--- config.mk ---
export PLATFORM = sky130hd
export DESIGN_NAME = fdcmd_top
export DESIGN_NICKNAME = d
export VERILOG_FILES = /design/src/fdcmd_step.v /design/src/fdcmd_top.v
export VERILOG_INCLUDE_DIRS = /design/src /design/src/src
export SDC_FILE = /design/constraint.sdc
export NUM_CORES = 1
export LEC_CHECK = 0
export ABC_AREA = 1
export BUFFER_PORTS_ARGS = -buffer_cell sky130_fd_sc_hd__buf_2
export CORE_MARGIN = 5
export CORE_UTILIZATION = 50
export CTS_CLUSTER_DIAMETER = 30
export DETAILED_ROUTE_END_ITERATION = 8
export GPL_TIMING_DRIVEN = 1
export PLACE_DENSITY_LB_ADDON = 0.15
export REMOVE_ABC_BUFFERS = 1
export SYNTH_ARGS = -nofsm -noshare
export SYNTH_HDL_FRONTEND = slang
export SYNTH_SLANG_ARGS = --single-unit
--- constraint.sdc ---
create_clock -name aclk -period 6.48 [get_ports aclk]
set_input_delay 1.296 -clock aclk [delete_from_list [all_inputs] [get_ports aclk]]
set_output_delay 1.296 -clock aclk [all_outputs]
set_load 0.1 [all_outputs]
--- src/fdcmd_defs.vh ---
// Purpose: Shared constants of the disk command interpreter
// Assumes: 100 MHz aclk, AXI4-Lite register access
// Notes: Definitions only
`ifndef FDCMD_DEFS_VH
`define FDCMD_DEFS_VH
// Register byte offsets
`define FDCMD_REG_DATA 4'h0
`define FDCMD_REG_STAT 4'h4
`define FDCMD_REG_CFG 4'h8
`define FDCMD_REG_ST3 4'hC
// Configuration fields
`define FDCMD_CFG_POLL_DIS 0
`define FDCMD_CFG_WRITE_GATE_OPTION 1
`define FDCMD_CFG_VERIFY 2
`define FDCMD_CFG_NON_DMA 3
`define FDCMD_CFG_SRT_LO 4
`define FDCMD_CFG_PRE_LO 8
`define FDCMD_CFG_SPT_LO 16
`define FDCMD_CFG_RESET 32'h00000000
// Opcode low field values and flag positions
`define FDCMD_OP_READ 5'h06
`define FDCMD_OP_READ_DEL 5'h0C
`define FDCMD_OP_SENSE_INT 5'h08
`define FDCMD_OP_REL_SEEK 5'h0F
`define FDCMD_OP_MT 7
`define FDCMD_OP_MFM 6
`define FDCMD_OP_SK 5
// Command lengths in bytes
`define FDCMD_LEN_READ 4'h9
`define FDCMD_LEN_SEEK 4'h3
// Status byte fields
`define FDCMD_ST0_INVALID 8'h80
`define FDCMD_ST0_SEEK_END 8'h20
`define FDCMD_ST2_CTRL_MARK 8'h40
// Timing
`define FDCMD_CLK_PERIOD_NS 10
`define FDCMD_STEP_UNIT_NS 500000
`define FDCMD_POLL_NS 1000000
`define FDCMD_BASE_SECTOR_LEN 16'h0080
`define FDCMD_AXI_OKAY 2'b00
`define FDCMD_AXI_SLVERR 2'b10
`endif

--- src/fdcmd_step.v ---
// Purpose: Step pulse sequencer spaced by the programmed interval
// Assumes: Interval of (16 - rate) units, rate field 0 gives 8 ms
// Notes: One pulse per cycle-wide strobe, first pulse after one interval
`timescale 1ns/1ps
`default_nettype none
module fdcmd_step #(
  parameter UNIT_CYC = 50000
) (
  // Clock and control
  input wire aclk,
  input wire aresetn,
  input wire ce,
  // Request
  input wire start,
  input wire [7:0] steps,
  input wire [3:0] rate,
  // Status
  output reg step_ff,
  output reg busy_ff
);
  reg [7:0] left_ff;
  reg [23:0] tmr_ff;
  wire [23:0] interval;

  // Rate F is the shortest spacing, 0 the longest
  assign interval = (24'h000010 - {20'h00000, rate}) * UNIT_CYC[23:0];

  // Counts down the interval, then issues one step
  always @(posedge aclk) begin
    if (!aresetn) begin
      left_ff <= 8'h00;
      tmr_ff <= 24'h000000;
      step_ff <= 1'b0;
      busy_ff <= 1'b0;
    end else if (ce) begin
      step_ff <= 1'b0;
      if (start && !busy_ff) begin
        left_ff <= steps;
        tmr_ff <= interval;
        busy_ff <= (steps != 8'h00);
      end else if (busy_ff) begin
        if (tmr_ff > 24'h000001) begin
          tmr_ff <= tmr_ff - 24'h000001;
        end else begin
          step_ff <= 1'b1;
          tmr_ff <= interval;
          left_ff <= left_ff - 8'h01;
          busy_ff <= (left_ff != 8'h01);
        end
      end
    end
  end
endmodule // fdcmd_step
`default_nettype wire

--- src/fdcmd_top.v ---
// Purpose: Command, execution and result sequencer of a disk controller
// Assumes: AXI4-Lite host access, byte stream from the drive side
//
// Added by the designer: the register addresses and register access over AXI4-Lite.
`timescale 1ns/1ps
`default_nettype none
`include "fdcmd_defs.vh"
module fdcmd_top #(
  parameter STEP_UNIT_CYC = `FDCMD_STEP_UNIT_NS / `FDCMD_CLK_PERIOD_NS,
  parameter POLL_CYC = `FDCMD_POLL_NS / `FDCMD_CLK_PERIOD_NS
) (
  // Clock and reset
  input wire aclk,
  input wire aresetn,
  input wire ce,
  // AXI4-Lite write
  input wire [3:0] s_axi_awaddr,
  input wire s_axi_awvalid,
  output wire s_axi_awready,
  input wire [31:0] s_axi_wdata,
  input wire [3:0] s_axi_wstrb,
  input wire s_axi_wvalid,
  output wire s_axi_wready,
  output reg [1:0] s_axi_bresp,
  output reg s_axi_bvalid,
  input wire s_axi_bready,
  // AXI4-Lite read
  input wire [3:0] s_axi_araddr,
  input wire s_axi_arvalid,
  output wire s_axi_arready,
  output reg [31:0] s_axi_rdata,
  output reg [1:0] s_axi_rresp,
  output reg s_axi_rvalid,
  input wire s_axi_rready,
  // Drive data stream
  input wire [7:0] drive_data,
  input wire drive_deleted,
  input wire drive_valid,
  output wire drive_ready,
  output reg [7:0] drive_cyl_ff,
  output reg drive_head_ff,
  output reg [7:0] drive_sector_ff,
  output reg [1:0] drive_unit_ff,
  output reg mfm_mode_ff,
  // Drive control
  output wire step_pulse,
  output reg step_dir_ff,
  output wire poll_pulse,
  output wire precomp_active,
  output wire write_gate_early,
  output wire dma_req,
  output wire byte_req
);
  localparam S_CMD = 4'b0001;
  localparam S_EXEC = 4'b0010;
  localparam S_SEEK = 4'b0100;
  localparam S_RES = 4'b1000;

  reg [3:0] state_ff;
  reg [31:0] cfg_ff;
  reg [7:0] cmd_mem [0:8];
  reg [7:0] res_mem [0:6];
  reg [3:0] cmd_cnt_ff, res_idx_ff, res_len_ff;
  reg [7:0] present_cylinder_ff, byte_ff, status_byte_two_ff, done_sec_ff;
  reg byte_pend_ff, seek_end_ff, deleted_ff, first_ff, stop_ff, poll_ff;
  reg [15:0] byte_cnt_ff;
  reg [19:0] poll_cnt_ff;
  reg [3:0] awaddr_ff;
  reg [31:0] wdata_ff;
  reg aw_ff, w_ff;
  reg wstrb_lo_ff;
  integer i;
  integer j;

  wire poll_disable = cfg_ff[`FDCMD_CFG_POLL_DIS];
  wire write_gate_option = cfg_ff[`FDCMD_CFG_WRITE_GATE_OPTION];
  wire verify_enable = cfg_ff[`FDCMD_CFG_VERIFY];
  wire non_dma_flag = cfg_ff[`FDCMD_CFG_NON_DMA];
  wire [3:0] step_rate_interval = cfg_ff[`FDCMD_CFG_SRT_LO+3:`FDCMD_CFG_SRT_LO];
  wire [7:0] precomp_start_track = cfg_ff[`FDCMD_CFG_PRE_LO+7:`FDCMD_CFG_PRE_LO];
  wire [7:0] sectors_per_track = cfg_ff[`FDCMD_CFG_SPT_LO+7:`FDCMD_CFG_SPT_LO];
  wire [4:0] op_code = cmd_mem[0][4:0];
  wire multi_track_flag = cmd_mem[0][`FDCMD_OP_MT];
  wire skip_flag = cmd_mem[0][`FDCMD_OP_SK];
  wire is_del = (op_code == `FDCMD_OP_READ_DEL);
  wire [7:0] size_code = cmd_mem[5];
  wire [7:0] end_sector = cmd_mem[6];
  wire [7:0] data_length = cmd_mem[8];
  wire step_busy;
  wire [7:0] status_byte_zero;
  wire [7:0] status_byte_three;

  // Sector length; code zero takes the data length byte
  wire [15:0] sec_len = (size_code == 8'h00) ? {8'h00, data_length} :
    (`FDCMD_BASE_SECTOR_LEN << size_code[2:0]);
  // Skip when the mark type disagrees with the command and skip is set
  wire mark_bad = is_del ? !deleted_ff : deleted_ff;
  wire skipping = skip_flag && mark_bad;
  wire last_byte = (byte_cnt_ff == sec_len - 16'h0001);
  // Verify counts sectors per track, read runs to the end sector
  wire run_end = verify_enable ? (done_sec_ff == sectors_per_track - 8'h01)
    : (drive_sector_ff == end_sector);
  wire take = drive_valid && drive_ready;

  // AXI handshakes: one write and one read at a time
  assign s_axi_awready = !aw_ff && !s_axi_bvalid;
  assign s_axi_wready = !w_ff && !s_axi_bvalid;
  assign s_axi_arready = !s_axi_rvalid;
  wire wr_go = aw_ff && w_ff;
  wire rd_go = s_axi_arvalid && s_axi_arready;
  wire data_wr = wr_go && (awaddr_ff == `FDCMD_REG_DATA) && wstrb_lo_ff;
  wire data_rd = rd_go && (s_axi_araddr == `FDCMD_REG_DATA);

  // Drive side stalls while the host has not taken the held byte
  assign drive_ready = state_ff[1] && !byte_pend_ff && !stop_ff;
  assign dma_req = byte_pend_ff && !non_dma_flag;
  assign byte_req = byte_pend_ff && non_dma_flag;
  assign precomp_active = (drive_cyl_ff >= precomp_start_track);
  assign write_gate_early = write_gate_option;
  assign poll_pulse = poll_ff;
  assign status_byte_zero = {2'b00, seek_end_ff, 2'b00, drive_head_ff, drive_unit_ff};
  assign status_byte_three = {3'b000, present_cylinder_ff == 8'h00, 1'b0,
    drive_head_ff, drive_unit_ff};

  // Step sequencer for relative seeks
  fdcmd_step #(
    .UNIT_CYC(STEP_UNIT_CYC)
  ) u_step (
    .aclk(aclk),
    .aresetn(aresetn),
    .ce(ce),
    .start(state_ff[2] && !step_busy && !seek_end_ff),
    .steps(cmd_mem[2]),
    .rate(step_rate_interval),
    .step_ff(step_pulse),
    .busy_ff(step_busy)
  );

  // Drive polling runs only while enabled and idle
  always @(posedge aclk) begin
    if (!aresetn) begin
      poll_cnt_ff <= 20'h00000;
      poll_ff <= 1'b0;
    end else if (ce) begin
      poll_ff <= 1'b0;
      if (poll_disable || !state_ff[0]) begin
        poll_cnt_ff <= 20'h00000;
      end else if (poll_cnt_ff >= POLL_CYC[19:0] - 20'h00001) begin
        poll_cnt_ff <= 20'h00000;
        poll_ff <= 1'b1;
      end else begin
        poll_cnt_ff <= poll_cnt_ff + 20'h00001;
      end
    end
  end

  // AXI write channel capture and response
  always @(posedge aclk) begin
    if (!aresetn) begin
      aw_ff <= 1'b0;
      w_ff <= 1'b0;
      awaddr_ff <= 4'h0;
      wdata_ff <= 32'h00000000;
      wstrb_lo_ff <= 1'b0;
      s_axi_bvalid <= 1'b0;
      s_axi_bresp <= `FDCMD_AXI_OKAY;
      cfg_ff <= `FDCMD_CFG_RESET;
    end else if (ce) begin
      if (s_axi_awvalid && s_axi_awready) begin
        aw_ff <= 1'b1;
        awaddr_ff <= s_axi_awaddr;
      end
      if (s_axi_wvalid && s_axi_wready) begin
        w_ff <= 1'b1;
        wdata_ff <= s_axi_wdata;
        wstrb_lo_ff <= s_axi_wstrb[0];
      end
      if (s_axi_bvalid && s_axi_bready) begin
        s_axi_bvalid <= 1'b0;
      end
      if (wr_go) begin
        aw_ff <= 1'b0;
        w_ff <= 1'b0;
        s_axi_bvalid <= 1'b1;
        s_axi_bresp <= (awaddr_ff == `FDCMD_REG_DATA || awaddr_ff == `FDCMD_REG_CFG) ?
          `FDCMD_AXI_OKAY : `FDCMD_AXI_SLVERR;
        if (awaddr_ff == `FDCMD_REG_CFG) begin
          for (i = 0; i < 4; i = i + 1) begin
            if (wstrb_lo_all(i)) begin
              cfg_ff[i*8 +: 8] <= wdata_ff[i*8 +: 8];
            end
          end
        end
      end
    end
  end

  // Byte lanes of the configuration write
  reg [3:0] wstrb_ff;
  always @(posedge aclk) begin
    if (!aresetn) begin
      wstrb_ff <= 4'h0;
    end else if (ce && s_axi_wvalid && s_axi_wready) begin
      wstrb_ff <= s_axi_wstrb;
    end
  end
  function wstrb_lo_all;
    input integer lane;
    begin
      wstrb_lo_all = wstrb_ff[lane];
    end
  endfunction

  // AXI read mux; reading the data port pops the current byte
  always @(posedge aclk) begin
    if (!aresetn) begin
      s_axi_rvalid <= 1'b0;
      s_axi_rdata <= 32'h00000000;
      s_axi_rresp <= `FDCMD_AXI_OKAY;
    end else if (ce) begin
      if (s_axi_rvalid && s_axi_rready) begin
        s_axi_rvalid <= 1'b0;
      end
      if (rd_go) begin
        s_axi_rvalid <= 1'b1;
        s_axi_rresp <= `FDCMD_AXI_OKAY;
        case (s_axi_araddr)
          `FDCMD_REG_DATA: s_axi_rdata <= {24'h000000,
            state_ff[3] ? res_mem[res_idx_ff[2:0]] : (byte_pend_ff ? byte_ff : 8'h00)};
          `FDCMD_REG_STAT: s_axi_rdata <= {16'h0000, present_cylinder_ff, 3'b000,
            step_busy, byte_pend_ff, state_ff[3], state_ff[1] | state_ff[2], state_ff[0]};
          `FDCMD_REG_CFG: s_axi_rdata <= cfg_ff;
          `FDCMD_REG_ST3: s_axi_rdata <= {24'h000000, status_byte_three};
          default: begin
            s_axi_rdata <= 32'h00000000;
            s_axi_rresp <= `FDCMD_AXI_SLVERR;
          end
        endcase
      end
    end
  end

  // Phase sequencer
  always @(posedge aclk) begin
    if (!aresetn) begin
      state_ff <= S_CMD;
      cmd_cnt_ff <= 4'h0;
      res_idx_ff <= 4'h0;
      res_len_ff <= 4'h0;
      present_cylinder_ff <= 8'h00;
      byte_ff <= 8'h00;
      byte_pend_ff <= 1'b0;
      seek_end_ff <= 1'b0;
      deleted_ff <= 1'b0;
      first_ff <= 1'b1;
      stop_ff <= 1'b0;
      byte_cnt_ff <= 16'h0000;
      done_sec_ff <= 8'h00;
      status_byte_two_ff <= 8'h00;
      drive_cyl_ff <= 8'h00;
      drive_head_ff <= 1'b0;
      drive_sector_ff <= 8'h00;
      drive_unit_ff <= 2'b00;
      mfm_mode_ff <= 1'b0;
      step_dir_ff <= 1'b0;
      for (j = 0; j < 9; j = j + 1) begin
        cmd_mem[j] <= 8'h00;
      end
      for (j = 0; j < 7; j = j + 1) begin
        res_mem[j] <= 8'h00;
      end
    end else if (ce) begin
      case (state_ff)
        S_CMD: begin
          if (data_wr) begin
            cmd_mem[cmd_cnt_ff] <= wdata_ff[7:0];
            cmd_cnt_ff <= cmd_cnt_ff + 4'h1;
            if (cmd_cnt_ff == 4'h0 && wdata_ff[4:0] == `FDCMD_OP_SENSE_INT) begin
              res_mem[0] <= status_byte_zero;
              res_mem[1] <= present_cylinder_ff;
              seek_end_ff <= 1'b0;
              res_len_ff <= 4'h2;
              res_idx_ff <= 4'h0;
              cmd_cnt_ff <= 4'h0;
              state_ff <= S_RES;
            end else if (cmd_cnt_ff == 4'h0 && wdata_ff[4:0] != `FDCMD_OP_READ &&
              wdata_ff[4:0] != `FDCMD_OP_READ_DEL && wdata_ff[4:0] != `FDCMD_OP_REL_SEEK) begin
              res_mem[0] <= `FDCMD_ST0_INVALID;
              res_len_ff <= 4'h1;
              res_idx_ff <= 4'h0;
              cmd_cnt_ff <= 4'h0;
              state_ff <= S_RES;
            end else if (cmd_cnt_ff != 4'h0 && op_code == `FDCMD_OP_REL_SEEK &&
              cmd_cnt_ff == `FDCMD_LEN_SEEK - 4'h1) begin
              cmd_cnt_ff <= 4'h0;
              step_dir_ff <= cmd_mem[0][`FDCMD_OP_MFM];
              drive_unit_ff <= cmd_mem[1][1:0];
              seek_end_ff <= 1'b0;
              state_ff <= S_SEEK;
            end else if (cmd_cnt_ff == `FDCMD_LEN_READ - 4'h1) begin
              cmd_cnt_ff <= 4'h0;
              mfm_mode_ff <= cmd_mem[0][`FDCMD_OP_MFM];
              drive_unit_ff <= cmd_mem[1][1:0];
              drive_head_ff <= cmd_mem[1][2];
              drive_cyl_ff <= cmd_mem[2];
              drive_sector_ff <= cmd_mem[4];
              byte_cnt_ff <= 16'h0000;
              done_sec_ff <= 8'h00;
              first_ff <= 1'b1;
              stop_ff <= 1'b0;
              status_byte_two_ff <= 8'h00;
              state_ff <= S_EXEC;
            end
          end
        end
        S_SEEK: begin
          // Present cylinder moves one per step pulse
          if (step_pulse) begin
            present_cylinder_ff <= step_dir_ff ? present_cylinder_ff - 8'h01 :
              present_cylinder_ff + 8'h01;
          end
          if (!step_busy && !step_pulse && (seek_end_ff || cmd_mem[2] == 8'h00)) begin
            seek_end_ff <= 1'b1;
            state_ff <= S_CMD;
          end else if (step_busy) begin
            seek_end_ff <= 1'b1;
          end
        end
        S_EXEC: begin
          if (data_rd && byte_pend_ff) begin
            byte_pend_ff <= 1'b0;
          end
          if (take) begin
            if (first_ff) begin
              deleted_ff <= drive_deleted;
            end
            first_ff <= last_byte;
            byte_cnt_ff <= last_byte ? 16'h0000 : byte_cnt_ff + 16'h0001;
            // Bytes of a skipped sector, and all bytes while verify is set, are dropped; others held for the host
            if (!(skip_flag && (first_ff ? (is_del ? !drive_deleted : drive_deleted)
              : mark_bad)) && !verify_enable) begin
              byte_ff <= drive_data;
              byte_pend_ff <= 1'b1;
            end
            if (last_byte) begin
              done_sec_ff <= done_sec_ff + 8'h01;
              if (!skip_flag && (first_ff ? (is_del ? !drive_deleted : drive_deleted)
                : mark_bad)) begin
                status_byte_two_ff <= `FDCMD_ST2_CTRL_MARK;
                stop_ff <= 1'b1;
              end else if (run_end && multi_track_flag && !drive_head_ff) begin
                drive_head_ff <= 1'b1;
                drive_sector_ff <= 8'h01;
              end else if (run_end) begin
                stop_ff <= 1'b1;
                drive_sector_ff <= 8'h01;
                drive_cyl_ff <= drive_cyl_ff + 8'h01;
              end else begin
                drive_sector_ff <= drive_sector_ff + 8'h01;
              end
            end
          end
          if (stop_ff && !byte_pend_ff) begin
            res_mem[0] <= status_byte_zero;
            res_mem[1] <= 8'h00;
            res_mem[2] <= status_byte_two_ff;
            res_mem[3] <= drive_cyl_ff;
            res_mem[4] <= {7'h00, drive_head_ff};
            res_mem[5] <= drive_sector_ff;
            res_mem[6] <= size_code;
            res_len_ff <= 4'h7;
            res_idx_ff <= 4'h0;
            state_ff <= S_RES;
          end
        end
        S_RES: begin
          // Each data-port read advances; the last one reopens commands
          if (data_rd) begin
            res_idx_ff <= res_idx_ff + 4'h1;
            if (res_idx_ff == res_len_ff - 4'h1) begin
              state_ff <= S_CMD;
            end
          end
        end
        default: state_ff <= S_CMD;
      endcase
    end
  end
endmodule // fdcmd_top
`default_nettype wire

## After elaboration in Yosys (flattened, before gate mapping)

Memories as Yosys holds them, arrays and structs flattened. A register that Yosys moved wholly into a read port is not among the register bits.
Index checks and enable logic that the tools add are counted.

- Register bits after elaboration: 258
- Bits in writable memories: 128
- Output and inout bits: 69
- Word-level logic and storage cells: 411
- Memories: 2

- Add/sub/neg operators: 15
- Multipliers: 1
- Order comparisons: 3
- Equality and inequality tests: 45
- Shifts and indexed selects: 1
- Multiplexer cells: 181
- Bitwise logic cells: 14
- Reduce and logical (&&, ||, !) cells: 108

Memories:

| memory | depth | bits a word | rd ports | clocked after memory_dff | wr ports | RTL line | text |
|---|---|---|---|---|---|---|---|
| cmd_mem | 9 | 8 | 7 | 0 | 9 | fdcmd_top.v:61 | `reg [7:0] cmd_mem [0:8];` |
| res_mem | 7 | 8 | 1 | 1 | 7 | fdcmd_top.v:62 | `reg [7:0] res_mem [0:6];` |

Operators by type and width:

| cell | number |
|---|---|
| $mux 8 | 47 |
| $mux 16 | 8 |
| $pmux 32 s4 | 1 |
| $mux 4 | 23 |
| $mux 1 | 79 |
| $mux 24 | 3 |
| $pmux 8 s2 | 4 |
| $mux 20 | 2 |
| $logic_and 1x1->1 | 36 |
| $add 8x1->8 const B | 4 |
| $ne 2x2->1 const B | 16 |
| $pmux 16 s2 | 1 |
| $gt 24x1->1 const B | 1 |
| $logic_not 8->1 | 3 |
| $mul 24x12->20 const B | 1 |
| $reduce_and 4->1 | 6 |
| $reduce_and 6->1 | 4 |
| $sub 24x1->24 const B | 1 |
| $sub 8x1->8 const B | 3 |
| $reduce_and 11->1 | 2 |
| $add 20x1->20 const B | 1 |
| $eq 4x4->1 const B | 5 |
| $ge 20x17->1 const B | 1 |
| $reduce_and 10->1 | 2 |
| other kinds (45) | 114 |

## Logic depth before layout (Yosys ltp)

- Word-level depth: 13
- Mapped depth: 25

## Cells and area by module

Synthesis repeated with hierarchy kept, for this count alone.

- Cells, all modules: 2,442
- Area total of the unflattened synthesis: 18,250.0 um^2

Modules (own cells, without submodules):

| module | instances | cells each | area each (um^2) | sequential area each (um^2) |
|---|---|---|---|---|
| fdcmd_top | 1 | 1,866 | 14,642.8 | 6,966.7 |
| fdcmd_step | 1 | 576 | 3,607.2 | 680.7 |

## Worst setup path before layout

OpenSTA, ideal clock, no wires.

- Path kind: flip-flop to output port
- Start: reg drive_cyl_ff[0]
- End: out precomp_active
- Arrival time: 3.437 ns
- Slack: 1.747 ns
- Cell stages (with the launch flop): 11
- Path buffers: 0
- Cells stage by stage: dfxtp_1 -> inv_1 -> ha_1 -> inv_1 -> a21boi_0 -> o21a_1 -> o21a_1 -> o211ai_1 -> nand2_1 -> a21oi_1 -> o21bai_1

- Cells in the longest elaborated chain, start to end: 1

Ends and longest elaborated chain:

| what | RTL line | text |
|---|---|---|
| from (decl) | fdcmd_top.v:40 | `output reg [7:0] drive_cyl_ff,` |
| from (signal assigned) | fdcmd_top.v:305 | `drive_cyl_ff <= cmd_mem[2];` |
| from (signal assigned) | fdcmd_top.v:357 | `drive_cyl_ff <= drive_cyl_ff + 8'h01;` |
| $ge 8x8->1 | fdcmd_top.v:118 | `assign precomp_active = (drive_cyl_ff >= precomp_start_track);` |
| to (decl) | fdcmd_top.v:49 | `output wire precomp_active,` |

Every way passes these cells.

## Worst setup path in the final report

- Start: reg cfg_ff[4]
- End: reg u_step.tmr_ff[21]

- Cells in the longest elaborated chain, start to end: 5

Ends and longest elaborated chain:

| what | RTL line | text |
|---|---|---|
| from (decl) | fdcmd_top.v:60 | `reg [31:0] cfg_ff;` |
| from (signal assigned) | fdcmd_top.v:167 | `` cfg_ff <= `FDCMD_CFG_RESET; `` |
| from (signal, indexed assignment) | fdcmd_top.v:190 | `cfg_ff[i*8 +: 8] <= wdata_ff[i*8 +: 8];` |
| $sub 5x4->6 (*) | fdcmd_step.v:26 | `assign interval = (24'h000010 - {20'h00000, rate}) * UNIT_CYC[23:0];` |
| $mul 24x12->20 (*) | fdcmd_step.v:26 |  |
| $mux 24 | fdcmd_step.v:42 | `if (tmr_ff > 24'h000001) begin` |
| $mux 24 | fdcmd_step.v:41 | `end else if (busy_ff) begin` |
| $mux 24 (*) | fdcmd_step.v:37 | `if (start && !busy_ff) begin` |
| to (signal assigned) | fdcmd_step.v:39 | `tmr_ff <= interval;` |
| to (signal assigned) | fdcmd_step.v:43 | `tmr_ff <= tmr_ff - 24'h000001;` |
| to (signal assigned) | fdcmd_step.v:46 | `tmr_ff <= interval;` |
| to (decl) | fdcmd_step.v:22 | `reg [23:0] tmr_ff;` |

Mark *: on every way between the ends. The rest lies on a longest branch, timed or not. The select of a mux whose other input is x is not followed.
A chain may end at the register's enable or synchronous reset.

==> summary.txt <==
Critical path
  • Buffers and inverters on the worst path: 2
  • Arrival @ worst endpoint: 5.51 ns
  • Max Fanout on Critical Path: 9
  • FF-to-FF End: u_step.tmr_ff[21]$_SDFFE_PN0P_
  • R2R cell count: 21
  • Slowest stage delay, CP: 0.53 ns
  • Cell mode on critical path: ha_1
  • CP Launch Point: cfg_ff[4]$_SDFFE_PN0P_
  • Crit path required time: 6.99 ns
  • CP top delay family: adder cells
  • CP endpoint kind: flop
  • Reg2reg setup slack: 1.48 ns
  • Worst setup SP type: flop
  • Kind of critical path: reg -> reg
  • Critical-path top delay cell: fa_1
  • Cell Chain, Critical Path: inv_1 -> ha_1 -> xnor2_1 -> ha_1 -> ha_1 -> ha_1 -> inv_1 -> fa_1 -> fa_1 -> o21ai_0 -> nand2_1 -> nand2_1 -> a21oi_1 -> o21ai_0 -> nand2_1 -> nor2_1 -> a31oi_1 -> or2_2 -> nand3_1 -> nand3_1 -> a21oi_1
  • Critical path depth in cells: 21
  • R2R Path Start: cfg_ff[4]$_SDFFE_PN0P_
  • CP Capture Point: u_step.tmr_ff[21]$_SDFFE_PN0P_

Clocking
  • TritonCTS Buffers: 81
  • Worst-skew pair later-pin latency: 0.58 ns
  • Largest buffer count on any clock path: 3
  • CTS resizes: 0
  • Clock Tree Root: clkbuf_16
  • Clock Pin Slew Worst Setup and Hold Paths: 0.05 ns
  • CTS Hold Bufs: 0
  • CTS tree: built
  • H-tree depth: 3
  • Sinks on Clock Net: 341
  • Setup bufs post-CTS: 0

STA
  • Setup violators final: 0
  • Setup TNS: 0 ns
  • Worst-Margin Slew: 1.312 ns
  • Final Hold Vio Count: 0
  • Max Clk Rate: 0.2002 GHz
  • Slew Limit Fails: 0
  • Clock skew: 0.01622 ns
  • Fin crit share: 77.10%
  • Slew margin rel.: 10.29%
  • RSZ-0062 raised after global routing: no
  • Setup WS post-layout: 1.484 ns
  • Minimum clock period after layout: 4.996 ns

Floorplan
  • Ports: 131
  • Initial Utilization: 50.95%
  • Core footprint: 34710 um2
  • Die Ht: 198.1 um
  • Die Wd: 198.1 um
  • Die area: 39230 um2
  • Row count: 68

Cells and area
  • Filler cells: 3105
  • Fin area: 21470 um2
  • Register area: 7647 um2
  • Area occupied by multi-input gates: 8578 um2
  • Antenna diode count: 0
  • Layout cells sized above 1: 13.37%
  • Final Instance Count excl. Fillers: 2976
  • Final net count: 2592
  • Area Growth Syn to Fin: 21.41%

Drt
  • Vias: 16160
  • Post-Route WL: 50.01 mm
  • Drt pass-1 iters: 5
  • DR iter-0 viols: 1143
  • Detail Route Antenna Nets: 0
  • DRC: 0
  • Avg WL per Cell: 16.81 um
  • Vias/cell: 5.429

Yosys
  • Total number of yosys warnings: 0
  • Mapped Area: 17690 um2
  • EDFF count, synth: 82
  • Most numerous cell in the Yosys netlist: nand2_1
  • Synth top area cells: dfxtp_1 29%, edfxtp_1 14%, nand2_1 8.5%
  • Synth async-reset ratio: 0%
  • Mux contribution to synthesized area: 0%
  • Average size of a mapped cell: 7.646 um2
  • Synth top cells by count: 399 x nand2_1, 328 x nor2_1, 279 x inv_1
  • Area share of fa/ha/maj cells after synthesis: 5.547%
  • Mapped Cells: 2313
  • Sequential share of the synthesized area: 43.24%
  • Compound-Gate Fraction of Synth Area: 15.47%
  • Largest family of logic cells by synthesized area: simple AND/OR/NAND/NOR gates
  • Simple-gate area share of the yosys netlist: 23.48%
  • Yosys top cell by area: dfxtp_1
  • Synth cell types: 62
  • Share of the synthesized area in the top cell type: 29.32%
  • Main synth FF type: dfxtp_1
  • Seq cells post-synth: 341
  • Synth Area in XOR/XNOR: 3.842%

Placement
  • Placed Area: 18650 um2
  • DP Worst Slack: 1.496 ns
  • I/O Buffers: 128
  • Cells after DPL: 2826
  • Hpwl dp: 35.63 mm
  • GPL Wtd Cong: 0.9229

Min path
  • Min-delay worst type: reg -> reg
  • Worst hold stages: 2

GRT
  • Total track usage: 25.17%
  • Largest net degree at the start of global routing: 83
  • First-pass GRT wire length: 80.37 mm
  • Initial antenna violation count: 0
  • Grt ovf: 0
  • Number of global-route vias before repair: 15720

Power and ir drop
  • VDD IR-drop max: 0.0005030 V
  • Cell area power density: 433.3 nW/um2
  • Leakage: 9.053 nW

Run
  • # Max-Cap Violations: 0

Run status
  • Status: finished clean
[layout by cell type, fill, tap and decap left out, types with 17 or more instances in the layout]
cell	count
clkbuf_16	83
a21oi_1	178
dfxtp_1	259
nand4_1	19
nand2_1	399
nand3_1	77
nor2_1	327
xor2_1	58
buf_2	127
a211oi_1	33
nor3_1	45
ha_1	72
or2_2	24
inv_1	279
o21ai_0	169
o211ai_1	32
xnor2_1	17
edfxtp_1	82
[per-layer routing]
layer | routed length (um) | part of all wire, % | track usage, % | vias up
met5 | 0 | 0 | 0 | -
met1 | 21650 | 43 | 32.13 | 7560
li1 | - | - | - | 7980
met3 | 2857 | 5.7 | 4.152 | 115
met2 | 23770 | 48 | 42.51 | 501
met4 | 1732 | 3.5 | 10.41 | 0
[sequential cells by signal, indices dropped and copies added, names as in the netlist, 2 cells and up, named ones only]
signal,count
done_sec_ff,8
wstrb_ff,4
drive_sector_ff,8
res_idx_ff,4
byte_ff,8
drive_cyl_ff,8
present_cylinder_ff,8
awaddr_ff,4
u_step.left_ff,8
state_ff,4
drive_unit_ff,2
res_mem,39
u_step.tmr_ff,24
byte_cnt_ff,16
cfg_ff,32
res_len_ff,3
poll_cnt_ff,20
cmd_mem,51
wdata_ff,32
s_axi_rdata,32
cmd_cnt_ff,4
[worst min path at each step]
stage / slack, ns / start / end
after global routing: 0.47 / poll_cnt_ff[19]$_SDFFE_PN0P_ / poll_cnt_ff[19]$_SDFFE_PN0P_
after floorplan: 0.42 / poll_cnt_ff[18]$_SDFFE_PN0P_ / poll_cnt_ff[18]$_SDFFE_PN0P_
after CTS: 0.44 / poll_cnt_ff[19]$_SDFFE_PN0P_ / poll_cnt_ff[19]$_SDFFE_PN0P_
after global placement: 0.43 / poll_cnt_ff[19]$_SDFFE_PN0P_ / poll_cnt_ff[19]$_SDFFE_PN0P_
after detailed placement: 0.43 / poll_cnt_ff[19]$_SDFFE_PN0P_ / poll_cnt_ff[19]$_SDFFE_PN0P_
final: 0.44 / poll_cnt_ff[19]$_SDFFE_PN0P_ / poll_cnt_ff[19]$_SDFFE_PN0P_
[through the flow]
step           util (%)  power [mW]  hold slack, ns
2_1_floorplan         -       4.511          0.4190
3_3_place_gp      53.73       5.113          0.4265
3_5_place_dp      53.73       5.144          0.4309
4_1_cts           61.86       9.323          0.4401
5_1_grt           61.86       9.799          0.4730
6_report          61.86       9.305          0.4385
[power breakdown]
| group | internal, mW | total (mW) | switching [mW] |
|---|---|---|---|
| clock | 2.88 | 4.14 | 1.26 |
| combinational | 0.722 | 2.58 | 1.86 |
| sequential | 2.39 | 2.58 | 0.197 |
| total | 5.99 | 9.31 | 3.32 |
[worst reg2reg max path: stages (launching register included)]
cell and delay, ns:
dfxtp_1 0.50, inv_1 0.14, ha_1 0.25, xnor2_1 0.35, ha_1 0.31, ha_1 0.33
ha_1 0.29, inv_1 0.05, fa_1 0.53, fa_1 0.48, o21ai_0 0.29, nand2_1 0.09
nand2_1 0.07, a21oi_1 0.08, o21ai_0 0.26, nand2_1 0.08, nor2_1 0.16, a31oi_1 0.12
or2_2 0.28, nand3_1 0.07, nand3_1 0.08, a21oi_1 0.12
[cell families (layout without fill, tap and decap cells)]
| group | count (synthesis) | after routing |
|---|---|---|
| AND/OR/NAND/NOR | 956 | 956 |
| adder cells (fa/ha/maj) | 76 | 76 |
| buffers and inverters | 381 | 588 |
| AO/OA/AOI/OAI | 482 | 482 |
| flip-flops | 341 | 341 |
| other | 1 | 2 |
| XOR/XNOR | 76 | 76 |
[area by class of cell]
type                            instances  area share [%]
Clock inverter                         51           3.100
Timing Repair Buffer                  140           3.415
Inverter                              298           5.227
Multi-Input combinational cell       1592           39.95
Clock buffer                           99           10.05
Tap cell                              455           2.651
Sequential cell                       341           35.61
Note: power is estimated with default switching activity, not from simulation.
